**src/design/pmicir_pkg.sv**
```systemverilog
// constants shared by the interrupt collection block: register map, field layout, timing
// assumes a single 100 MHz clock and a register access port driven by the serial frontend
// Function
// RQ1: interrupt output low while any factor pending
// RQ2: summary bits D0-D3 flag pending groups
// RQ3: D4 self-diagnosis failure, group bit also set
// RQ4: D5 reset cause, clears after all factors clear
// RQ5: reset output never reinitialises request registers
// RQ6: group one holds over-voltage flags D0-D6
// RQ7: self-diagnosis failure sets block's request flag
// RQ8: group two holds eight low-voltage flags
// RQ9: second regulator low-voltage flag survives reset
// RQ10: group three holds seven miscellaneous fault flags
// RQ11: group four read-only except writable test bit
// RQ12: host clears test bit, then test clear
// RQ13: clear one: write one clears, zero keeps
// RQ14: empty group drops its summary bit
// RQ15: clear two to four work the same way
// RQ16: four mask registers, one masks, default zero
// RQ17: masked factor never asserts interrupt output
// RQ18: 500 us hold-off after clear, then reassert
// RQ19: host clears every factor that caused assertion
// RQ20: output released when no unmasked flag pending
package pmicir_pkg;

  // ----------------------------------------------------------------
  // register addresses (six address bits)
  // ----------------------------------------------------------------
  localparam logic [5:0] ADDR_SUMMARY = 6'h03;
  localparam logic [5:0] ADDR_REQ1 = 6'h04;
  localparam logic [5:0] ADDR_REQ2 = 6'h05;
  localparam logic [5:0] ADDR_REQ3 = 6'h06;
  localparam logic [5:0] ADDR_REQ4 = 6'h07;
  localparam logic [5:0] ADDR_CLR1 = 6'h08;
  localparam logic [5:0] ADDR_CLR2 = 6'h09;
  localparam logic [5:0] ADDR_CLR3 = 6'h0a;
  localparam logic [5:0] ADDR_CLR4 = 6'h0b;
  localparam logic [5:0] ADDR_MSK1 = 6'h0c;
  localparam logic [5:0] ADDR_MSK2 = 6'h0d;
  localparam logic [5:0] ADDR_MSK3 = 6'h0e;
  localparam logic [5:0] ADDR_MSK4 = 6'h0f;

  // ----------------------------------------------------------------
  // implemented bits of each group
  // ----------------------------------------------------------------
  localparam logic [7:0] REQ1_BITS = 8'h7f;
  localparam logic [7:0] REQ2_BITS = 8'hff;
  localparam logic [7:0] REQ3_BITS = 8'h7f;
  localparam logic [7:0] REQ4_BITS = 8'hff;
  localparam logic [7:0] MSK1_BITS = 8'h7f;
  localparam logic [7:0] MSK2_BITS = 8'hff;
  localparam logic [7:0] MSK3_BITS = 8'h77;
  localparam logic [7:0] MSK4_BITS = 8'hef;

  // ----------------------------------------------------------------
  // field positions and reset values
  // ----------------------------------------------------------------
  localparam int TEST_BIT = 7;
  localparam int SUM_SELFCHK = 4;
  localparam int SUM_RSTCAUSE = 5;
  localparam logic [7:0] BYTE_RESET = 8'h00;
  localparam logic MASK_RESET = 1'b0;

  // ----------------------------------------------------------------
  // timing
  // ----------------------------------------------------------------
  localparam int CLK_PERIOD_NS = 10;
  localparam int HOLDOFF_US = 500;
  localparam int HOLDOFF_CYCLES = (HOLDOFF_US * 1000) / CLK_PERIOD_NS;
  localparam int HOLD_W = 20;
  localparam logic [HOLD_W-1:0] HOLD_IDLE = 20'h00000;

endpackage

```
**src/design/pmicir_req_group.sv**
```systemverilog
// one request group: synchronised factor inputs, sticky flags, write-one clear
// assumes detector inputs are asynchronous levels and the clear vector is a one-cycle pulse
`timescale 1ns/1ps
module pmicir_req_group #(
  parameter logic [7:0] VALID = 8'hff
) (
  // clock and reset
  input wire logic sys_clk,
  input wire logic rst,
  // factor sources
  input wire logic [7:0] evt_async,
  input wire logic [7:0] diag_async,
  input wire logic [7:0] set_local,
  // host clear
  input wire logic [7:0] clr,
  // state
  output logic [7:0] flags,
  output logic diag_hit
);

  // ----------------------------------------------------------------
  // state
  // ----------------------------------------------------------------
  typedef struct packed {
    logic [7:0] evt_s1;
    logic [7:0] evt_s2;
    logic [7:0] diag_s1;
    logic [7:0] diag_s2;
    logic [7:0] flags;
  } pmicir_grp_t;

  pmicir_grp_t st_q;
  pmicir_grp_t st_d;
  logic [7:0] set_vec;

  assign set_vec = (st_q.evt_s2 | st_q.diag_s2 | set_local) & VALID; // [RQ7]

  always_comb
  begin
    st_d = st_q;
    st_d.evt_s1 = evt_async;
    st_d.evt_s2 = st_q.evt_s1;
    st_d.diag_s1 = diag_async;
    st_d.diag_s2 = st_q.diag_s1;
    // a persisting factor sets its flag again right after a clear; set wins
    st_d.flags = ((st_q.flags & ~clr) | set_vec) & VALID; // [RQ13] [RQ15]
  end

  // apart from host clears, only the power-on reset clears flags; the reset output never reaches here
  always_ff @(posedge sys_clk or posedge rst) // [RQ5] [RQ9]
  begin
    if (rst)
    begin
      st_q <= '0;
    end
    else
    begin
      st_q <= st_d;
    end
  end

  assign flags = st_q.flags;
  assign diag_hit = |(st_q.diag_s2 & VALID);

  // ----------------------------------------------------------------
  // checks
  // ----------------------------------------------------------------
  property p_clear_one;
    @(posedge sys_clk) disable iff (rst)
    (clr[0] && !set_vec[0]) |=> !st_q.flags[0];
  endproperty
  a_clear_one: assert property (p_clear_one) else $error("clear did not drop flag"); // [RQ13]

  property p_set_wins;
    @(posedge sys_clk) disable iff (rst)
    (clr != 8'h00 && set_vec != 8'h00) |=> ((st_q.flags & $past(set_vec)) == $past(set_vec));
  endproperty
  a_set_wins: assert property (p_set_wins) else $error("set lost against clear"); // [RQ15]

endmodule

```
**src/design/pmicir_top.sv**
```systemverilog
// interrupt collection: four request groups, factor summary, masks, hold-off, interrupt pin
// assumes the serial frontend presents decoded register accesses as one-cycle strobes on sys_clk
`timescale 1ns/1ps
module pmicir_top #(
  parameter int unsigned HOLDOFF_CYCLES = pmicir_pkg::HOLDOFF_CYCLES
) (
  // clock and reset
  input wire logic sys_clk,
  input wire logic rst,
  // register access port
  input wire logic [5:0] reg_addr,
  input wire logic reg_wr,
  input wire logic reg_rd,
  input wire logic [7:0] reg_wdata,
  output logic [7:0] reg_rdata,
  output logic reg_rvalid,
  // detector factors, asynchronous levels
  input wire logic [6:0] ovp_evt,
  input wire logic [7:0] uvp_evt,
  input wire logic [6:0] misc_evt,
  input wire logic [6:0] diag_evt,
  // self-diagnosis failures per block, asynchronous levels
  input wire logic [6:0] ovp_diag,
  input wire logic [7:0] uvp_diag,
  input wire logic [6:0] misc_diag,
  input wire logic [6:0] diag_diag,
  // reset factor present, asynchronous level
  input wire logic reset_cause,
  // interrupt pin
  output logic irq_out_n
);

  localparam logic [pmicir_pkg::HOLD_W-1:0] HOLD_LOAD = HOLDOFF_CYCLES[pmicir_pkg::HOLD_W-1:0];

  // ----------------------------------------------------------------
  // state
  // ----------------------------------------------------------------
  typedef struct packed {
    logic [7:0] mask1;
    logic [7:0] mask2;
    logic [7:0] mask3;
    logic [7:0] mask4;
    logic test_bit;
    logic selfchk;
    logic rstcause;
    logic [1:0] rc_sync;
    logic [pmicir_pkg::HOLD_W-1:0] hold;
    logic irq_n;
    logic [7:0] rdata;
    logic rvalid;
  } pmicir_state_t;

  pmicir_state_t st_q;
  pmicir_state_t st_d;

  logic [7:0] flags1;
  logic [7:0] flags2;
  logic [7:0] flags3;
  logic [7:0] flags4;
  logic [3:0] diag_hit;
  logic [7:0] clr1;
  logic [7:0] clr2;
  logic [7:0] clr3;
  logic [7:0] clr4;
  logic [7:0] summary;
  logic any_flag;
  logic any_unmasked;
  logic clear_event;

  // ----------------------------------------------------------------
  // write-one clear strobes
  // ----------------------------------------------------------------
  assign clr1 = (reg_wr && reg_addr == pmicir_pkg::ADDR_CLR1) ? reg_wdata : 8'h00; // [RQ13]
  assign clr2 = (reg_wr && reg_addr == pmicir_pkg::ADDR_CLR2) ? reg_wdata : 8'h00; // [RQ15]
  assign clr3 = (reg_wr && reg_addr == pmicir_pkg::ADDR_CLR3) ? reg_wdata : 8'h00; // [RQ15]
  assign clr4 = (reg_wr && reg_addr == pmicir_pkg::ADDR_CLR4) ? reg_wdata : 8'h00; // [RQ15] [RQ12]

  // any write that clears at least one implemented bit starts the hold-off
  assign clear_event = |(clr1 & pmicir_pkg::REQ1_BITS) | |(clr2 & pmicir_pkg::REQ2_BITS)
                     | |(clr3 & pmicir_pkg::REQ3_BITS) | |(clr4 & pmicir_pkg::REQ4_BITS);

  // ----------------------------------------------------------------
  // request groups
  // ----------------------------------------------------------------
  pmicir_req_group #(
    .VALID(pmicir_pkg::REQ1_BITS)
  ) u_grp1 ( // [RQ6]
    .sys_clk(sys_clk),
    .rst(rst),
    .evt_async({1'b0, ovp_evt}),
    .diag_async({1'b0, ovp_diag}),
    .set_local(8'h00),
    .clr(clr1),
    .flags(flags1),
    .diag_hit(diag_hit[0])
  );

  pmicir_req_group #(
    .VALID(pmicir_pkg::REQ2_BITS)
  ) u_grp2 ( // [RQ8] [RQ9]
    .sys_clk(sys_clk),
    .rst(rst),
    .evt_async(uvp_evt),
    .diag_async(uvp_diag),
    .set_local(8'h00),
    .clr(clr2),
    .flags(flags2),
    .diag_hit(diag_hit[1])
  );

  pmicir_req_group #(
    .VALID(pmicir_pkg::REQ3_BITS)
  ) u_grp3 ( // [RQ10]
    .sys_clk(sys_clk),
    .rst(rst),
    .evt_async({1'b0, misc_evt}),
    .diag_async({1'b0, misc_diag}),
    .set_local(8'h00),
    .clr(clr3),
    .flags(flags3),
    .diag_hit(diag_hit[2])
  );

  // the test bit keeps setting its flag until the host writes it back to zero
  pmicir_req_group #(
    .VALID(pmicir_pkg::REQ4_BITS)
  ) u_grp4 ( // [RQ11]
    .sys_clk(sys_clk),
    .rst(rst),
    .evt_async({1'b0, diag_evt}),
    .diag_async({1'b0, diag_diag}),
    .set_local({st_q.test_bit, 7'h00}),
    .clr(clr4),
    .flags(flags4),
    .diag_hit(diag_hit[3])
  );

  // ----------------------------------------------------------------
  // summary and interrupt decision
  // ----------------------------------------------------------------
  assign any_flag = |flags1 | |flags2 | |flags3 | |flags4;
  assign any_unmasked = |(flags1 & ~st_q.mask1) | |(flags2 & ~st_q.mask2)
                      | |(flags3 & ~st_q.mask3) | |(flags4 & ~st_q.mask4); // [RQ17]

  always_comb
  begin
    summary = pmicir_pkg::BYTE_RESET;
    summary[0] = |flags1; // [RQ2] [RQ14]
    summary[1] = |flags2; // [RQ2] [RQ14]
    summary[2] = |flags3; // [RQ2] [RQ14]
    summary[3] = |flags4; // [RQ2] [RQ14]
    summary[pmicir_pkg::SUM_SELFCHK] = st_q.selfchk; // [RQ3]
    summary[pmicir_pkg::SUM_RSTCAUSE] = st_q.rstcause; // [RQ4]
  end

  // ----------------------------------------------------------------
  // next state
  // ----------------------------------------------------------------
  always_comb
  begin
    st_d = st_q;
    st_d.rc_sync[0] = reset_cause;
    st_d.rc_sync[1] = st_q.rc_sync[0];
    // sticky summary flags drop only with the last request; a new set wins
    st_d.selfchk = (|diag_hit) | (st_q.selfchk & any_flag); // [RQ3]
    st_d.rstcause = st_q.rc_sync[1] | (st_q.rstcause & any_flag); // [RQ4]
    if (reg_wr)
    begin
      case (reg_addr)
        pmicir_pkg::ADDR_REQ4: st_d.test_bit = reg_wdata[pmicir_pkg::TEST_BIT]; // [RQ11]
        pmicir_pkg::ADDR_MSK1: st_d.mask1 = reg_wdata & pmicir_pkg::MSK1_BITS; // [RQ16]
        pmicir_pkg::ADDR_MSK2: st_d.mask2 = reg_wdata & pmicir_pkg::MSK2_BITS; // [RQ16]
        pmicir_pkg::ADDR_MSK3: st_d.mask3 = reg_wdata & pmicir_pkg::MSK3_BITS; // [RQ16]
        pmicir_pkg::ADDR_MSK4: st_d.mask4 = reg_wdata & pmicir_pkg::MSK4_BITS; // [RQ16]
        default: st_d.test_bit = st_q.test_bit;
      endcase
    end
    // hold-off: restarted by every clear, counts down to idle
    if (clear_event)
    begin
      st_d.hold = HOLD_LOAD; // [RQ18]
    end
    else if (st_q.hold != pmicir_pkg::HOLD_IDLE)
    begin
      st_d.hold = st_q.hold - 1'b1;
    end
    // pin stays released during hold-off even if a factor persists
    st_d.irq_n = !(any_unmasked && !clear_event && st_q.hold == pmicir_pkg::HOLD_IDLE); // [RQ1] [RQ18] [RQ20]
    st_d.rvalid = reg_rd;
    if (reg_rd)
    begin
      case (reg_addr)
        pmicir_pkg::ADDR_SUMMARY: st_d.rdata = summary; // [RQ2]
        pmicir_pkg::ADDR_REQ1: st_d.rdata = flags1; // [RQ6]
        pmicir_pkg::ADDR_REQ2: st_d.rdata = flags2; // [RQ8]
        pmicir_pkg::ADDR_REQ3: st_d.rdata = flags3; // [RQ10]
        pmicir_pkg::ADDR_REQ4: st_d.rdata = {st_q.test_bit, flags4[6:0]}; // [RQ11]
        pmicir_pkg::ADDR_MSK1: st_d.rdata = st_q.mask1;
        pmicir_pkg::ADDR_MSK2: st_d.rdata = st_q.mask2;
        pmicir_pkg::ADDR_MSK3: st_d.rdata = st_q.mask3;
        pmicir_pkg::ADDR_MSK4: st_d.rdata = st_q.mask4;
        // clear registers are write-only; unmapped addresses read zero
        default: st_d.rdata = pmicir_pkg::BYTE_RESET;
      endcase
    end
  end

  // ----------------------------------------------------------------
  // registers
  // ----------------------------------------------------------------
  // power-on reset only; the reset output must not wipe the collected causes
  always_ff @(posedge sys_clk or posedge rst) // [RQ5]
  begin
    if (rst)
    begin
      st_q.mask1 <= pmicir_pkg::BYTE_RESET;
      st_q.mask2 <= pmicir_pkg::BYTE_RESET;
      st_q.mask3 <= pmicir_pkg::BYTE_RESET;
      st_q.mask4 <= pmicir_pkg::BYTE_RESET;
      st_q.test_bit <= pmicir_pkg::MASK_RESET;
      st_q.selfchk <= 1'b0;
      st_q.rstcause <= 1'b0;
      st_q.rc_sync <= 2'h0;
      st_q.hold <= pmicir_pkg::HOLD_IDLE;
      st_q.irq_n <= 1'b1;
      st_q.rdata <= pmicir_pkg::BYTE_RESET;
      st_q.rvalid <= 1'b0;
    end
    else
    begin
      st_q <= st_d;
    end
  end

  assign irq_out_n = st_q.irq_n;
  assign reg_rdata = st_q.rdata;
  assign reg_rvalid = st_q.rvalid;

  // ----------------------------------------------------------------
  // checks
  // ----------------------------------------------------------------
  property p_irq_assert;
    @(posedge sys_clk) disable iff (rst)
    (any_unmasked && !clear_event && st_q.hold == pmicir_pkg::HOLD_IDLE) |=> !irq_out_n;
  endproperty
  a_irq_assert: assert property (p_irq_assert) else $error("pending factor left pin high"); // [RQ1]

  property p_irq_release;
    @(posedge sys_clk) disable iff (rst)
    (!any_unmasked) |=> irq_out_n;
  endproperty
  a_irq_release: assert property (p_irq_release) else $error("pin low with nothing unmasked"); // [RQ20]

  property p_mask_blocks;
    @(posedge sys_clk) disable iff (rst)
    (any_flag && (flags1 & ~st_q.mask1) == 8'h00 && (flags2 & ~st_q.mask2) == 8'h00
      && (flags3 & ~st_q.mask3) == 8'h00 && (flags4 & ~st_q.mask4) == 8'h00) |=> irq_out_n;
  endproperty
  a_mask_blocks: assert property (p_mask_blocks) else $error("masked factor drove pin"); // [RQ17]

  property p_holdoff;
    @(posedge sys_clk) disable iff (rst)
    clear_event |=> irq_out_n [*8];
  endproperty
  a_holdoff: assert property (p_holdoff) else $error("pin reasserted inside hold-off"); // [RQ18]

  property p_summary_read;
    @(posedge sys_clk) disable iff (rst)
    (reg_rd && reg_addr == pmicir_pkg::ADDR_SUMMARY)
      |=> reg_rvalid && reg_rdata[3:0] == {|$past(flags4), |$past(flags3), |$past(flags2), |$past(flags1)};
  endproperty
  a_summary_read: assert property (p_summary_read) else $error("summary group bits wrong"); // [RQ2]

  property p_req1_top_zero;
    @(posedge sys_clk) disable iff (rst)
    (reg_rd && reg_addr == pmicir_pkg::ADDR_REQ1) |=> !reg_rdata[7];
  endproperty
  a_req1_top_zero: assert property (p_req1_top_zero) else $error("reserved request bit set"); // [RQ6]

  property p_rstcause_hold;
    @(posedge sys_clk) disable iff (rst)
    (st_q.rstcause && any_flag) |=> st_q.rstcause;
  endproperty
  a_rstcause_hold: assert property (p_rstcause_hold) else $error("reset cause dropped early"); // [RQ4]

  property p_test_write;
    @(posedge sys_clk) disable iff (rst)
    (reg_wr && reg_addr == pmicir_pkg::ADDR_REQ4) |=> st_q.test_bit == $past(reg_wdata[7]);
  endproperty
  a_test_write: assert property (p_test_write) else $error("test bit not written"); // [RQ11]

  property p_test_sets;
    @(posedge sys_clk) disable iff (rst)
    st_q.test_bit |=> flags4[7];
  endproperty
  a_test_sets: assert property (p_test_sets) else $error("test bit gave no request"); // [RQ11]

  property p_mask_write;
    @(posedge sys_clk) disable iff (rst)
    (reg_wr && reg_addr == pmicir_pkg::ADDR_MSK3) |=> st_q.mask3 == ($past(reg_wdata) & pmicir_pkg::MSK3_BITS);
  endproperty
  a_mask_write: assert property (p_mask_write) else $error("mask write lost"); // [RQ16]

  property p_selfchk_set;
    @(posedge sys_clk) disable iff (rst)
    (|diag_hit) |=> st_q.selfchk;
  endproperty
  a_selfchk_set: assert property (p_selfchk_set) else $error("self-check flag missed"); // [RQ3]

  property p_rstcause_set;
    @(posedge sys_clk) disable iff (rst)
    st_q.rc_sync[1] |=> st_q.rstcause;
  endproperty
  a_rstcause_set: assert property (p_rstcause_set) else $error("reset cause not collected"); // [RQ4]

  property p_rstcause_clear;
    @(posedge sys_clk) disable iff (rst)
    (!any_flag && !st_q.rc_sync[1]) |=> !st_q.rstcause;
  endproperty
  a_rstcause_clear: assert property (p_rstcause_clear) else $error("reset cause stuck"); // [RQ4]

  property p_selfchk_clear;
    @(posedge sys_clk) disable iff (rst)
    (!any_flag && !(|diag_hit)) |=> !st_q.selfchk;
  endproperty
  a_selfchk_clear: assert property (p_selfchk_clear) else $error("self-check flag stuck"); // [RQ14]

  property p_req4_read;
    @(posedge sys_clk) disable iff (rst)
    (reg_rd && reg_addr == pmicir_pkg::ADDR_REQ4) |=> reg_rdata[7] == $past(st_q.test_bit);
  endproperty
  a_req4_read: assert property (p_req4_read) else $error("test bit read back wrong"); // [RQ11]

  property p_clr_read_zero;
    @(posedge sys_clk) disable iff (rst)
    (reg_rd && reg_addr >= pmicir_pkg::ADDR_CLR1 && reg_addr <= pmicir_pkg::ADDR_CLR4) |=> reg_rdata == 8'h00;
  endproperty
  a_clr_read_zero: assert property (p_clr_read_zero) else $error("clear register readable"); // [RQ13]

  property p_hold_load;
    @(posedge sys_clk) disable iff (rst)
    clear_event |=> st_q.hold == HOLD_LOAD;
  endproperty
  a_hold_load: assert property (p_hold_load) else $error("hold-off not restarted"); // [RQ18]

  property p_hold_pin;
    @(posedge sys_clk) disable iff (rst)
    (st_q.hold != pmicir_pkg::HOLD_IDLE) |=> irq_out_n;
  endproperty
  a_hold_pin: assert property (p_hold_pin) else $error("pin low while hold-off counts"); // [RQ18]

endmodule

```
**config.mk**
```make
export PLATFORM = sky130hd
export DESIGN_NAME = pmicir_top
export DESIGN_NICKNAME = d
export VERILOG_FILES = /design/src/design/pmicir_pkg.sv /design/src/design/pmicir_req_group.sv /design/src/design/pmicir_top.sv
export SDC_FILE = /design/constraint.sdc
export NUM_CORES = 1
export LEC_CHECK = 0
export BUFFER_PORTS_ARGS = -buffer_cell sky130_fd_sc_hd__buf_2
export CAP_MARGIN = 15
export CORE_MARGIN = 5
export CORE_UTILIZATION = 25
export DETAILED_ROUTE_END_ITERATION = 6
export GPL_TIMING_DRIVEN = 0
export SKIP_LAST_GASP = 1
export SLEW_MARGIN = 20
export SYNTH_ARGS = -nofsm -noshare
export SYNTH_HDL_FRONTEND = slang
export SYNTH_SLANG_ARGS = --single-unit
```
**constraint.sdc**
```tcl
create_clock -name sys_clk -period 14.2 [get_ports sys_clk]
set_clock_uncertainty 0.2 [all_clocks]
set_input_delay 2.13 -clock sys_clk [delete_from_list [all_inputs] [get_ports sys_clk]]
set_output_delay 2.13 -clock sys_clk [all_outputs]
set_load 0.01 [all_outputs]
```
==> reports/qor.csv, run 1 <==
stage,metric,value,unit
power,power.total,1.383,mW
cts,clock-root-buffer,clkbuf_16,
logic_synthesis,syn_inst,569,
logic_synthesis,synth_async_sr_flop_share,100.0,%
drt,drt_wl_total,18.91,mm
timing,tightest_slew,1.129,ns
drt,drtAntennaViolNets,0,
timing,max_freq,231.0,MHz
worst_setup_path,worstSetupStartpointType,input port,
drt,avgRoutedWirePerCell,17.32,µm
worst_setup_path,crit_path_end_kind,flip-flop,
global_routing,grt_pass1_wl,29.49,mm
cts,cts_setup_buffers,0,
cts,tritoncts,yes,
logic_synthesis,synthXorXnorAreaFrac,1.697,%
timing,setup_viol_count_final,0,
worst_setup_path,rrSetupSlack,11.49,ns
timing,relSlewSlack,24.18,%
placement,port_buffers,82,
drt,first_iter_violations,405,
logic_synthesis,avgSynthCellArea,13.61,µm²
placement,place_congestion,0.8963,
timing,slew_viol_final,0,
logic_synthesis,ys_top_cells_by_area,"dfrtp_1, mux2_2, mux4_2, a211o_1, nand2_1",
worst_setup_path,worstPathMaxFanout,10,
cts,cts_hold_buf,0,
power,power.switching,0.3368,mW
logic_synthesis,synth_top_family_by_area,simple AND/OR/NAND/NOR gates,
worst_setup_path,crit_path_top_delay_cell,buf_1,
drt,viasPerCell,4.533,
job,maxCapViolCount,0,
cts,cts-buffers-inserted,23,
power,p_leak,4.062,nW
timing,hold_slack,0.1445,ns
floorplanning,initial_utilization,25.31,%
cts,clkTransAtPathRegs,0.06,ns
cts,clockBufferDepth,3,
global_routing,grt_max_degree,109,
floorplanning,die_x,186.0,µm
floorplanning,rows,64,
power,p_sw_share,24.36,%
global_routing,grt_pass1_vias,5068,
logic_synthesis,synth-simple-area-share,9.695,%
drt,drc,0,
logic_synthesis,synth_seq_area_share,67.56,%
logic_synthesis,syn_area,7744,µm²
worst_setup_path,max_stage_delay,0.56,ns
worst_setup_path,cp.arrival,4.51,ns
worst_setup_path,path_buf_inv,3,
timing,fin_tns_setup,0,ns
worst_setup_path,cp_top_family,buffers and inverters,
power,irDropWorstVdd,0.00008145,V
cts,clock_sinks,209,
power,internal-power,1.046,mW
timing,finalCriticalPeriod,4.329,ns
worst_setup_path,worstPathCellList,"buf_2, buf_1, buf_1, mux4_2, mux2_2, a22oi_1, a21oi_1",
logic_synthesis,yosys.area.top_type,dfrtp_1,
min_path,hp-class,flip-flop to flip-flop,
logic_synthesis,synth_seq_cells,209,
power,pwr-share-clk,43.1,%
cts,htreeDepth,1,
logic_synthesis,synthDistinctLibCells,52,
worst_setup_path,crit_type,input port to flip-flop,
logic_synthesis,ys_warn_count,0,
timing,fin_crit_sh,30.49,%
final_layout,layout-drive-gt1-share,27.91,%
floorplanning,coreArea,30590,µm²
logic_synthesis,synth_edf_count,0,
timing,rsz0062_at_grt,false,
final_layout,area_delta_synth_final,22.44,%
power,comb_power_share,7.8,%
timing,finalHoldViolCount,0,
logic_synthesis,synth_fa_ha_area_share,0.1616,%
logic_synthesis,synth_nets,647,
worst_setup_path,critPathMostFrequentCell,buf_1,
logic_synthesis,synth.most_common_cell,dfrtp_1,
floorplanning,io_pins,87,
final_layout,final_core_util,31.00,%
final_layout,final_nets,756,
floorplanning,die-area,34590,µm²
drt,dr_total_vias,4950,
logic_synthesis,synth_ff_type,dfrtp_1,
cts,clk_latency,0.52,ns
logic_synthesis,synthTopCellsByCount,"dfrtp_1, nand2_1, mux2_2, inv_1",
power,pwr-share-seq,49.1,%
floorplanning,die_h,186.0,µm
logic_synthesis,synth-compound-area-share,7.950,%
placement,dp_hpwl,13.63,mm
global_routing,antenna_found_initial,0,
global_routing,globalRouteTotalUtil,10.98,%
global_routing,gr-total-overflow,0,
logic_synthesis,yosysTopAreaCellShare,67.22,%
cts,cts.repair.resized,0,
logic_synthesis,yosys-mux-area-fraction,9.420,%
worst_setup_path,cp.required,14.39,ns
power,power_density,145.8,nW/µm²
drt,first_pass_iters,7,
run_status,status,"finished, final reports clean",
power by group through the flow:
| stage | logic, mW | clock network (mW) | registers, mW |
|---|---|---|---|
| 2_1_floorplan | 0.0769 | 0 | 0.678 |
| 3_3_place_gp | 0.106 | 0 | 0.689 |
| 3_5_place_dp | 0.110 | 0 | 0.689 |
| 4_1_cts | 0.110 | 0.615 | 0.679 |
| 5_1_grt | 0.121 | 0.644 | 0.685 |
| 6_report | 0.108 | 0.595 | 0.680 |
cells in the final DEF (no fill, tap or decap), types with 6 or more instances in the layout:
| master | synthesis | final |
|---|---|---|
| nand3_1 | 7 | 7 |
| mux4_2 | 13 | 13 |
| a22oi_1 | 7 | 7 |
| nor4_1 | 19 | 19 |
| inv_1 | 33 | 32 |
| dfrtp_1 | 208 | 208 |
| buf_4 | 8 | 9 |
| a21oi_1 | 10 | 10 |
| nand2b_1 | 6 | 6 |
| o21ai_0 | 9 | 9 |
| o22ai_1 | 11 | 11 |
| buf_2 | 2 | 84 |
| nand2_1 | 43 | 43 |
| clkbuf_1 | 12 | 14 |
| nor2_1 | 30 | 30 |
| a211o_1 | 30 | 30 |
| mux2_2 | 37 | 37 |
| xor2_1 | 14 | 14 |
| clkbuf_16 | 0 | 23 |
| buf_1 | 6 | 6 |
| nor3_1 | 12 | 12 |
path summary, 6_finish.rpt:
path	startpoint	to	depth (start not counted)
max	reg_addr[1]	reg_rdata[0]	7
min	u_grp4.st_d[11]	u_grp4.st_q[11]	0
max reg2reg	st_q[10]	irq_out_n	7
min reg2reg	u_grp4.st_d[11]	u_grp4.st_q[11]	0
max in group asynchronous	rst	u_grp4.st_q[24]	3
min in group asynchronous	rst	u_grp4.st_d[14]	2
state kept, by name, indices dropped and copies added, names as in the netlist:
register      cells
u_grp3.flags      7
reg_rdata         8
u_grp2.st_q      16
u_grp4.flags      8
u_grp1.flags      7
u_grp2.st_d      16
u_grp4.st_d      14
st_d              1
u_grp2.flags      8
u_grp1.st_d      14
irq_out_n         1
reg_rvalid        1
u_grp4.st_q      14
u_grp3.st_q      14
u_grp3.st_d      14
st_q             52
u_grp1.st_q      14
through the flow:
stage / area [µm²] / setup WS (ns) / instances
after floorplan: 7744 / 6.162 / 569
after global placement: 8650 / 4.018 / 1047
after detailed placement: 8702 / 9.365 / 1049
after CTS: 9479 / 9.909 / 1091
after global routing: 9479 / 9.699 / 1091
final: 9482 / 9.871 / 1092
per-layer routing:
metal	routed length, µm	track usage (%)	part of all wire [%]	up-vias
met3	1278	2.599	6.8	39
li1	-	-	-	2252
met1	8320	15.02	44	2469
met5	0	0	0	-
met4	465	3.031	2.5	0
met2	8845	17.57	47	190
cell type report:
type | count | area (µm²)
clock buffer | 27 | 610.6
inverter | 33 | 131.4
clock inverter | 15 | 166.4
fill | 3106 | 21110
buffer | 29 | 148.9
timing repair buffer | 84 | 445.4
multi-input combinational | 298 | 2250
sequential | 209 | 5231
tap | 396 | 495.5
antenna | 1 | 2.502
cell families (layout without fill, tap and decap cells):
group	after synthesis	in the layout
DFF	209	209
and+or+nand+nor	147	147
AOI/OAI and AO/OA	83	83
buffers and inverters	62	188
muxes	52	52
xor gates and xnor gates	15	15
adders and majority gates	1	1
other	0	1
(Power assumes the default switching activity.)
==> inputs of run 2 (changes only) <==
--- a/config.mk
+++ b/config.mk
@@ -5,6 +5,7 @@
 export SDC_FILE = /design/constraint.sdc
 export NUM_CORES = 1
 export LEC_CHECK = 0
+export ABC_AREA = 1
 export BUFFER_PORTS_ARGS = -buffer_cell sky130_fd_sc_hd__buf_2
 export CAP_MARGIN = 15
 export CORE_MARGIN = 5
==> constraint.sdc (replaced) <==
create_clock -name sys_clk -period 3.6 [get_ports sys_clk]
set_clock_uncertainty 0.2 [all_clocks]
set_input_delay 0.54 -clock sys_clk [delete_from_list [all_inputs] [get_ports sys_clk]]
set_output_delay 0.54 -clock sys_clk [all_outputs]
set_load 0.01 [all_outputs]
==> run 2 against run 1 <==
  * Die area increased by 3.0%
  * Critical path depth increased by 2
  * Synthesized cell count increased by 39%
  * Sequential cell count unchanged
  * Largest cell class unchanged
  * Largest power group unchanged
==> reports/qor.csv, run 2 <==
stage,metric,value,unit,change
run_status,status,"finished, final reports clean",,unchanged
final_layout,final_cell_mix,"dfrtp_1, nand2_1, buf_2, nor2_1, inv_1",,"was dfrtp_1, buf_2, nand2_1, mux2_2, inv_1"
floorplanning,io_pins,87,,unchanged
global_routing,grt_max_degree,36,,was 109
cts,clock-root-buffer,clkbuf_16,,unchanged
timing,fin_crit_sh,57.10,%,
cts,tritoncts,yes,,unchanged
timing,max_freq,486.5,MHz,
logic_synthesis,ys_warn_count,0,,unchanged
timing,tightest_slew,0.6796,ns,was 1.129 ns
worst_setup_path,crit_type,flip-flop to flip-flop,,was input port to flip-flop
logic_synthesis,synth_ff_type,dfrtp_1,,unchanged
power,p_leak,4.955,nW,was 4.062 nW
logic_synthesis,synth_seq_area_share,65.50,%,was 67.56%
worst_setup_path,worstPathCellList,"inv_1, ha_1, nand2_1, nor2_1, nand4_1, buf_2, nand2_1, xor2_1, nor2_4",,"was buf_2, buf_1, buf_1, mux4_2, mux2_2, a22oi_1, a21oi_1"
timing,relSlewSlack,54.60,%,was 24.18%
drt,first_iter_violations,405,,unchanged
logic_synthesis,syn_area,7986,µm²,was 7744 µm²
logic_synthesis,synth.most_common_cell,dfrtp_1,,unchanged
worst_setup_path,crit_path_end_kind,flip-flop,,unchanged
worst_setup_path,worstSetupStartpointType,flip-flop,,was input port
worst_setup_path,worstPathMaxFanout,10,,unchanged
worst_setup_path,critPathMostFrequentCell,nand2_1,,was buf_1
logic_synthesis,synthDistinctLibCells,35,,was 52
floorplanning,die_x,188.7,µm,was 186.0 µm
timing,finalCriticalPeriod,2.056,ns,
logic_synthesis,synthTopCellsByCount,"dfrtp_1, nand2_1, nor2_1, inv_1, o21ai_0",,"was dfrtp_1, nand2_1, mux2_2, inv_1"
worst_setup_path,crit_path_top_delay_cell,dfrtp_1,,was buf_1
floorplanning,die-area,35620,µm²,was 34590 µm²
cts,cts.repair.resized,0,,unchanged
floorplanning,die_h,188.7,µm,was 186.0 µm
timing,rsz0062_at_grt,false,,unchanged
global_routing,grt_pass1_wl,34.07,mm,was 29.49 mm
job,maxCapViolCount,0,,unchanged
floorplanning,rows,65,,was 64
drt,viasPerCell,4.310,,was 4.533
drt,dr_total_vias,5973,,was 4950
logic_synthesis,yosysTopAreaCellShare,65.17,%,was 67.22%
cts,cts_setup_buffers,0,,unchanged
placement,port_buffers,86,,was 82
cts,htreeDepth,1,,unchanged
placement,place_congestion,0.8995,,was 0.8963
logic_synthesis,synthXorXnorAreaFrac,0.8773,%,was 1.697%
logic_synthesis,synth_edf_count,0,,unchanged
timing,slew_viol_final,0,,unchanged
global_routing,grt_pass1_vias,6163,,was 5068
final_layout,nFillCells,3195,,was 3106
min_path,hp-class,flip-flop to flip-flop,,unchanged
global_routing,gr-total-overflow,0,,unchanged
final_layout,layout_commonest_cell,dfrtp_1,,unchanged
floorplanning,coreArea,31560,µm²,was 30590 µm²
cts,cts-buffers-inserted,22,,was 23
logic_synthesis,yosys.area.top_type,dfrtp_1,,unchanged
timing,setup_viol_count_final,0,,unchanged
cts,clock_sinks,209,,unchanged
final_layout,largest_reg_flops,52,,unchanged
logic_synthesis,synth_async_sr_flop_share,100.0,%,unchanged
final_layout,area_delta_synth_final,30.58,%,was 22.44%
final_layout,final_nets,1045,,was 756
worst_setup_path,cp.arrival,2.26,ns,was 4.51 ns
cts,clk_latency,0.52,ns,about the same
worst_setup_path,cp.required,3.80,ns,was 14.39 ns
cts,clockBufferDepth,3,,unchanged
drt,first_pass_iters,5,,was 7
power,power_density,526.4,nW/µm²,was 145.8 nW/µm²
logic_synthesis,yosys-mux-area-fraction,0,%,was 9.420%
drt,drt_wl_total,21.19,mm,was 18.91 mm
logic_synthesis,synth_nets,868,,was 647
placement,dp_hpwl,15.77,mm,was 13.63 mm
logic_synthesis,synth_seq_cells,209,,unchanged
final_layout,final_core_util,33.05,%,was 31.00%
drt,avgRoutedWirePerCell,15.29,µm,was 17.32 µm
global_routing,antenna_found_initial,2,,was 0
power,power.total,5.490,mW,was 1.383 mW
logic_synthesis,synth_top_family_by_area,simple AND/OR/NAND/NOR gates,,unchanged
power,irDropWorstVdd,0.0003478,V,was 0.00008145 V
worst_setup_path,max_stage_delay,0.38,ns,was 0.56 ns
logic_synthesis,syn_inst,790,,was 569
final_layout,layout-drive-gt1-share,18.62,%,was 27.91%
logic_synthesis,ys_top_cells_by_area,"dfrtp_1, nand2_1, o21ai_0, nor2_1, inv_1",,"was dfrtp_1, mux2_2, mux4_2, a211o_1, nand2_1"
drt,drc,0,,unchanged
global_routing,globalRouteTotalUtil,11.95,%,was 10.98%
cts,clkTransAtPathRegs,0.07,ns,was 0.06 ns
logic_synthesis,synth-compound-area-share,8.021,%,was 7.950%
drt,drtAntennaViolNets,0,,unchanged
logic_synthesis,synth_fa_ha_area_share,0.1567,%,was 0.1616%
final_layout,regMostFlops,st_q,,unchanged
logic_synthesis,avgSynthCellArea,10.11,µm²,was 13.61 µm²
timing,finalHoldViolCount,0,,unchanged
floorplanning,initial_utilization,25.31,%,about the same
logic_synthesis,synth-simple-area-share,19.80,%,was 9.695%
==> run 2: changes by cell type in the layout (fill, tap and decap cells not counted), sizes merged, moves of 13 or more <==
cell,delta
dlygate4sd3,+61
o21ai,+66
nor2,+77
inv,+54
mux4,-13
a211o,-22
mux2,-37
nand2,+131
nand4,+19
nand3,+28
==> run 2: final timing paths <==
| check | end | depth (start not counted) | start | slack [ns] |
|---|---|---|---|---|
| worst min register to register | u_grp2.st_q[29] | 0 | u_grp2.st_d[29] | 0.15 |
| max in group asynchronous | u_grp2.st_d[28] | 6 | rst | 1.68 |
| worst max register to register | st_q[17] | 9 | st_q[10] | 1.54 |
| worst max-delay path | st_q[17] | 9 | st_q[10] | 1.54 |
| worst min-delay path | u_grp2.st_q[29] | 0 | u_grp2.st_d[29] | 0.15 |
| min in group asynchronous | st_q[44] | 3 | rst | 0.47 |
==> run 2: power by group <==
part / switching [mW] / internal (mW)
Combinational: 0.270 / 0.217
Sequential: 0.112 / 2.52
Clock: 0.955 / 1.42
==> run 2: area by class of cell <==
cell class	count	area [µm²]	share of cell area (%)
Tap cell	402	503.0	4.823
Timing Repair Buffer	153	1161	11.13
Buffer	17	116.4	1.116
Multi-Input combinational cell	475	2305	22.10
Inverter	89	337.8	3.239
Clock inverter	14	175.2	1.680
Sequential cell	209	5231	50.16
Antenna cell	1	2.502	0.02400
Clock buffer	26	596.8	5.723
==> run 2: cells by family after synthesis <==
kind of cell,count (synthesis)
AO/OA/AOI/OAI,113
adder cells (fa/ha/maj),1
buffers and inverters,106
XOR/XNOR,8
flip-flops,209
AND/OR/NAND/NOR,353
==> run 2: repair_timing <==
item / 4_1_cts / 5_1_grt
endpoints found under the setup margin: 0 / 0
hold endpoints to repair: 86 / 0
hold buffers: 61 / 0
==> run 2: metrics by stage <==
stage                     TNS [ns]  setup WS (ns)  instances  instance area [µm²]  hold WS, ns
after floorplan                  0         0.1466        790                 7990       0.1312
after global placement     -205.43         -1.006       1278                 8924       0.1344
after detailed placement         0          1.056       1284                 9044       0.1347
after CTS                        0          1.535       1385                10430       0.1489
after global routing             0          1.381       1386                10430       0.1531
final                            0          1.544       1386                10430       0.1463
==> run 2: metal layers <==
layer,part of all wire (%),up-vias,track usage (%)
met5,0.033,-,0
met4,2.7,2,4.064
met3,6.5,41,2.316
met2,45,187,18.67
met1,46,2833,16.73
li1,-,2910,-
==> run 2: critical path: cells and delay by family, from the launching register on <==
kind,cells,cell delay [ns]
fa+ha+maj,1,0.17
simple gates,5,0.65
xor+xnor,1,0.24
flops,1,0.38
buf+inv,2,0.31
==> inputs of run 3 (changes only) <==
==> constraint.sdc (replaced) <==
create_clock -name sys_clk -period 1.7 [get_ports sys_clk]
set_clock_uncertainty 0.2 [all_clocks]
set_input_delay 0.255 -clock sys_clk [delete_from_list [all_inputs] [get_ports sys_clk]]
set_output_delay 0.255 -clock sys_clk [all_outputs]
set_load 0.01 [all_outputs]
==> run 3 against run 2 <==
  * The flow now finishes with violations (negative hold slack, negative setup slack)
  * Via count rose by 2.8%
  * Final cell count is 1.7% higher
  * Count of clock-buffer cells in the layout unchanged
  * Combinational power rose to 2.7 times the previous value
  * Setup slack got worse by 1.7 ns
  * Clock power is 130% higher
  * Final area grew 5.1%
  * Critical path depth unchanged
  * Critical endpoint is now st_q[21]
==> reports/qor.csv, run 3 (synthesized netlist as in run 2, its figures left out) <==
stage,metric,value,unit,change
timing,rsz0062_at_grt,true,,was false
worst_setup_path,cp.arrival,2.06,ns,was 2.26 ns
cts,clk_latency,0.51,ns,was 0.52 ns
min_path,hold_depth,3,,was 0
final_layout,layout_commonest_cell,dfrtp_1,,unchanged
power,irDropWorstVdd,0.001003,V,was 0.0003478 V
timing,setup_ws,-0.1623,ns,was 1.544 ns
worst_setup_path,crit_path_end_kind,flip-flop,,unchanged
final_layout,largest_reg_flops,52,,unchanged
drt,avgRoutedWirePerCell,15.49,µm,was 15.29 µm
floorplanning,die_x,188.7,µm,unchanged
floorplanning,io_pins,87,,unchanged
placement,preCtsSetupSlack,-0.5231,ns,was 1.056 ns
drt,first_iter_violations,388,,was 405
placement,placed_cells,1285,,was 1284
floorplanning,die_h,188.7,µm,unchanged
run_status,status,"complete, but fails checks",,"was finished, final reports clean"
placement,dpl_cell_area,9121,µm²,was 9044 µm²
placement,port_buffers,86,,unchanged
cts,clock_sinks,209,,unchanged
drt,first_pass_iters,5,,unchanged
final_layout,fin_cells,1410,,was 1386
min_path,hp-class,input port to flip-flop,,was flip-flop to flip-flop
floorplanning,die-area,35620,µm²,unchanged
timing,relSlewSlack,66.05,%,was 54.60%
timing,finalHoldViolCount,1,,was 0
placement,dp_hpwl,15.98,mm,was 15.77 mm
timing,setup_viol_count_final,21,,was 0
final_layout,area_delta_synth_final,37.27,%,was 30.58%
worst_setup_path,reg2regPathDepth,9,,unchanged
floorplanning,initial_utilization,25.31,%,unchanged
global_routing,grt_pass1_wl,34.60,mm,was 34.07 mm
global_routing,antenna_found_initial,2,,unchanged
placement,place_congestion,0.9000,,was 0.8995
final_layout,layout-drive-gt1-share,23.48,%,was 18.62%
floorplanning,rows,65,,unchanged
global_routing,gr-total-overflow,0,,unchanged
worst_setup_path,crit_type,flip-flop to flip-flop,,unchanged
final_layout,final_nets,1067,,was 1045
power,power.total,12.37,mW,was 5.490 mW
worst_setup_path,max_stage_delay,0.40,ns,was 0.38 ns
timing,tightest_slew,0.5082,ns,was 0.6796 ns
global_routing,grt_pass1_vias,6278,,was 6163
drt,drtAntennaViolNets,0,,unchanged
global_routing,globalRouteTotalUtil,12.21,%,was 11.95%
worst_setup_path,worstPathCellList,"inv_2, ha_4, nand2_4, nor2_4, nand4_1, buf_6, nand2_2, xor2_1, nor2_2",,"was inv_1, ha_1, nand2_1, nor2_1, nand4_1, buf_2, nand2_1, xor2_1, nor2_4"
cts,clock-root-buffer,clkbuf_16,,unchanged
drt,dr_total_vias,6138,,was 5973
cts,tritoncts,yes,,unchanged
drt,drt_wl_total,21.84,mm,was 21.19 mm
final_layout,final_core_util,34.74,%,was 33.05%
cts,clkTransAtPathRegs,0.07,ns,about the same
final_layout,stdcell_area,10960,µm²,was 10430 µm²
worst_setup_path,worstPathMaxFanout,5,,was 10
floorplanning,coreArea,31560,µm²,unchanged
job,maxCapViolCount,0,,unchanged
drt,drc,0,,unchanged
worst_setup_path,crit_path_top_delay_cell,dfrtp_1,,unchanged
cts,htreeDepth,1,,unchanged
final_layout,final_cell_mix,"dfrtp_1, nand2_1, buf_2, inv_1, nor2_1",,"was dfrtp_1, nand2_1, buf_2, nor2_1, inv_1"
power,power_density,1128,nW/µm²,was 526.4 nW/µm²
run_status,violations,"negative hold slack, negative setup slack",,
global_routing,grt_max_degree,34,,was 36
worst_setup_path,cp.required,1.89,ns,was 3.80 ns
timing,finalCriticalPeriod,1.862,ns,was 2.056 ns
drt,viasPerCell,4.353,,was 4.310
cts,clockBufferDepth,3,,unchanged
timing,slew_viol_final,0,,unchanged
timing,fin_tns_setup,-2.114,ns,was 0 ns
timing,hold_slack,-0.03185,ns,was 0.1463 ns
cts,cts-buffers-inserted,22,,unchanged
timing,max_freq,537.0,MHz,was 486.5 MHz
final_layout,regMostFlops,st_q,,unchanged
power,p_leak,5.159,nW,was 4.955 nW
timing,fin_crit_sh,109.5,%,was 57.10%
worst_setup_path,worstSetupStartpointType,flip-flop,,unchanged
[run 3: cell count changes in the layout (fill, tap and decap cells not counted), sizes merged]
cell	change
clkinvlp	-1
dlymetal6s4s	+2
diode	+2
inv	-2
buf	+14
bufinv	+3
dlygate4sd3	+6
[run 3: path summary, 6_finish.rpt]
path,start,endpoint,slack (ns)
worst max-delay path,st_q[11],st_q[21],-0.16
worst min-delay path,reg_wdata[4],u_grp3.flags[4],-0.03
worst max register to register,st_q[11],st_q[21],-0.16
worst min register to register,u_grp4.st_d[29],u_grp4.st_q[29],0.15
max in group asynchronous,rst,u_grp2.st_q[12],0.21
min in group asynchronous,rst,u_grp3.st_d[8],0.14
[run 3: per-layer routing]
layer	up-vias	global-route usage [%]	part of all wire, %
met5	-	0	0
met4	0	4.232	3.2
met3	43	2.038	5.5
met2	170	19.49	46
met1	2965	16.91	45
li1	2960	-	-
[run 3: cell type report]
| type | count | area [µm²] |
|---|---|---|
| Fill cell | 3181 | 20590 |
| Clock inverter | 14 | 236.5 |
| Tap cell | 402 | 503.0 |
| Sequential cell | 209 | 5231 |
| Multi-Input combinational cell | 475 | 2514 |
| Timing Repair Buffer | 175 | 1404 |
| Buffer | 17 | 130.1 |
| Antenna cell | 3 | 7.507 |
| Inverter | 89 | 340.3 |
| Clock buffer | 26 | 596.8 |
[run 3: power by group]
part           total, mW  internal [mW]  switching [mW]
clock network       5.44           3.44            2.00
logic               1.33          0.633           0.696
registers           5.60           5.33           0.272
total               12.4           9.40            2.97
[run 3: what timing repair did]
action | in CTS | in global routing
gates cloned | 2 | 0
hold endpoints to repair | 168 | 6
endpoints found under the setup margin | 21 | 38
gates resized for setup | 22 | 33
pin swaps | 10 | 16
hold buffers | 69 | 1
buffers inserted | 4 | 7
[run 3: worst max-delay path: cells and delay by family (launching register included)]
family	cells	cell delay, ns
adders and majority gates	1	0.15
and+or+nand+nor	5	0.51
buffers and inverters	2	0.32
DFF	1	0.40
xor gates and xnor gates	1	0.16
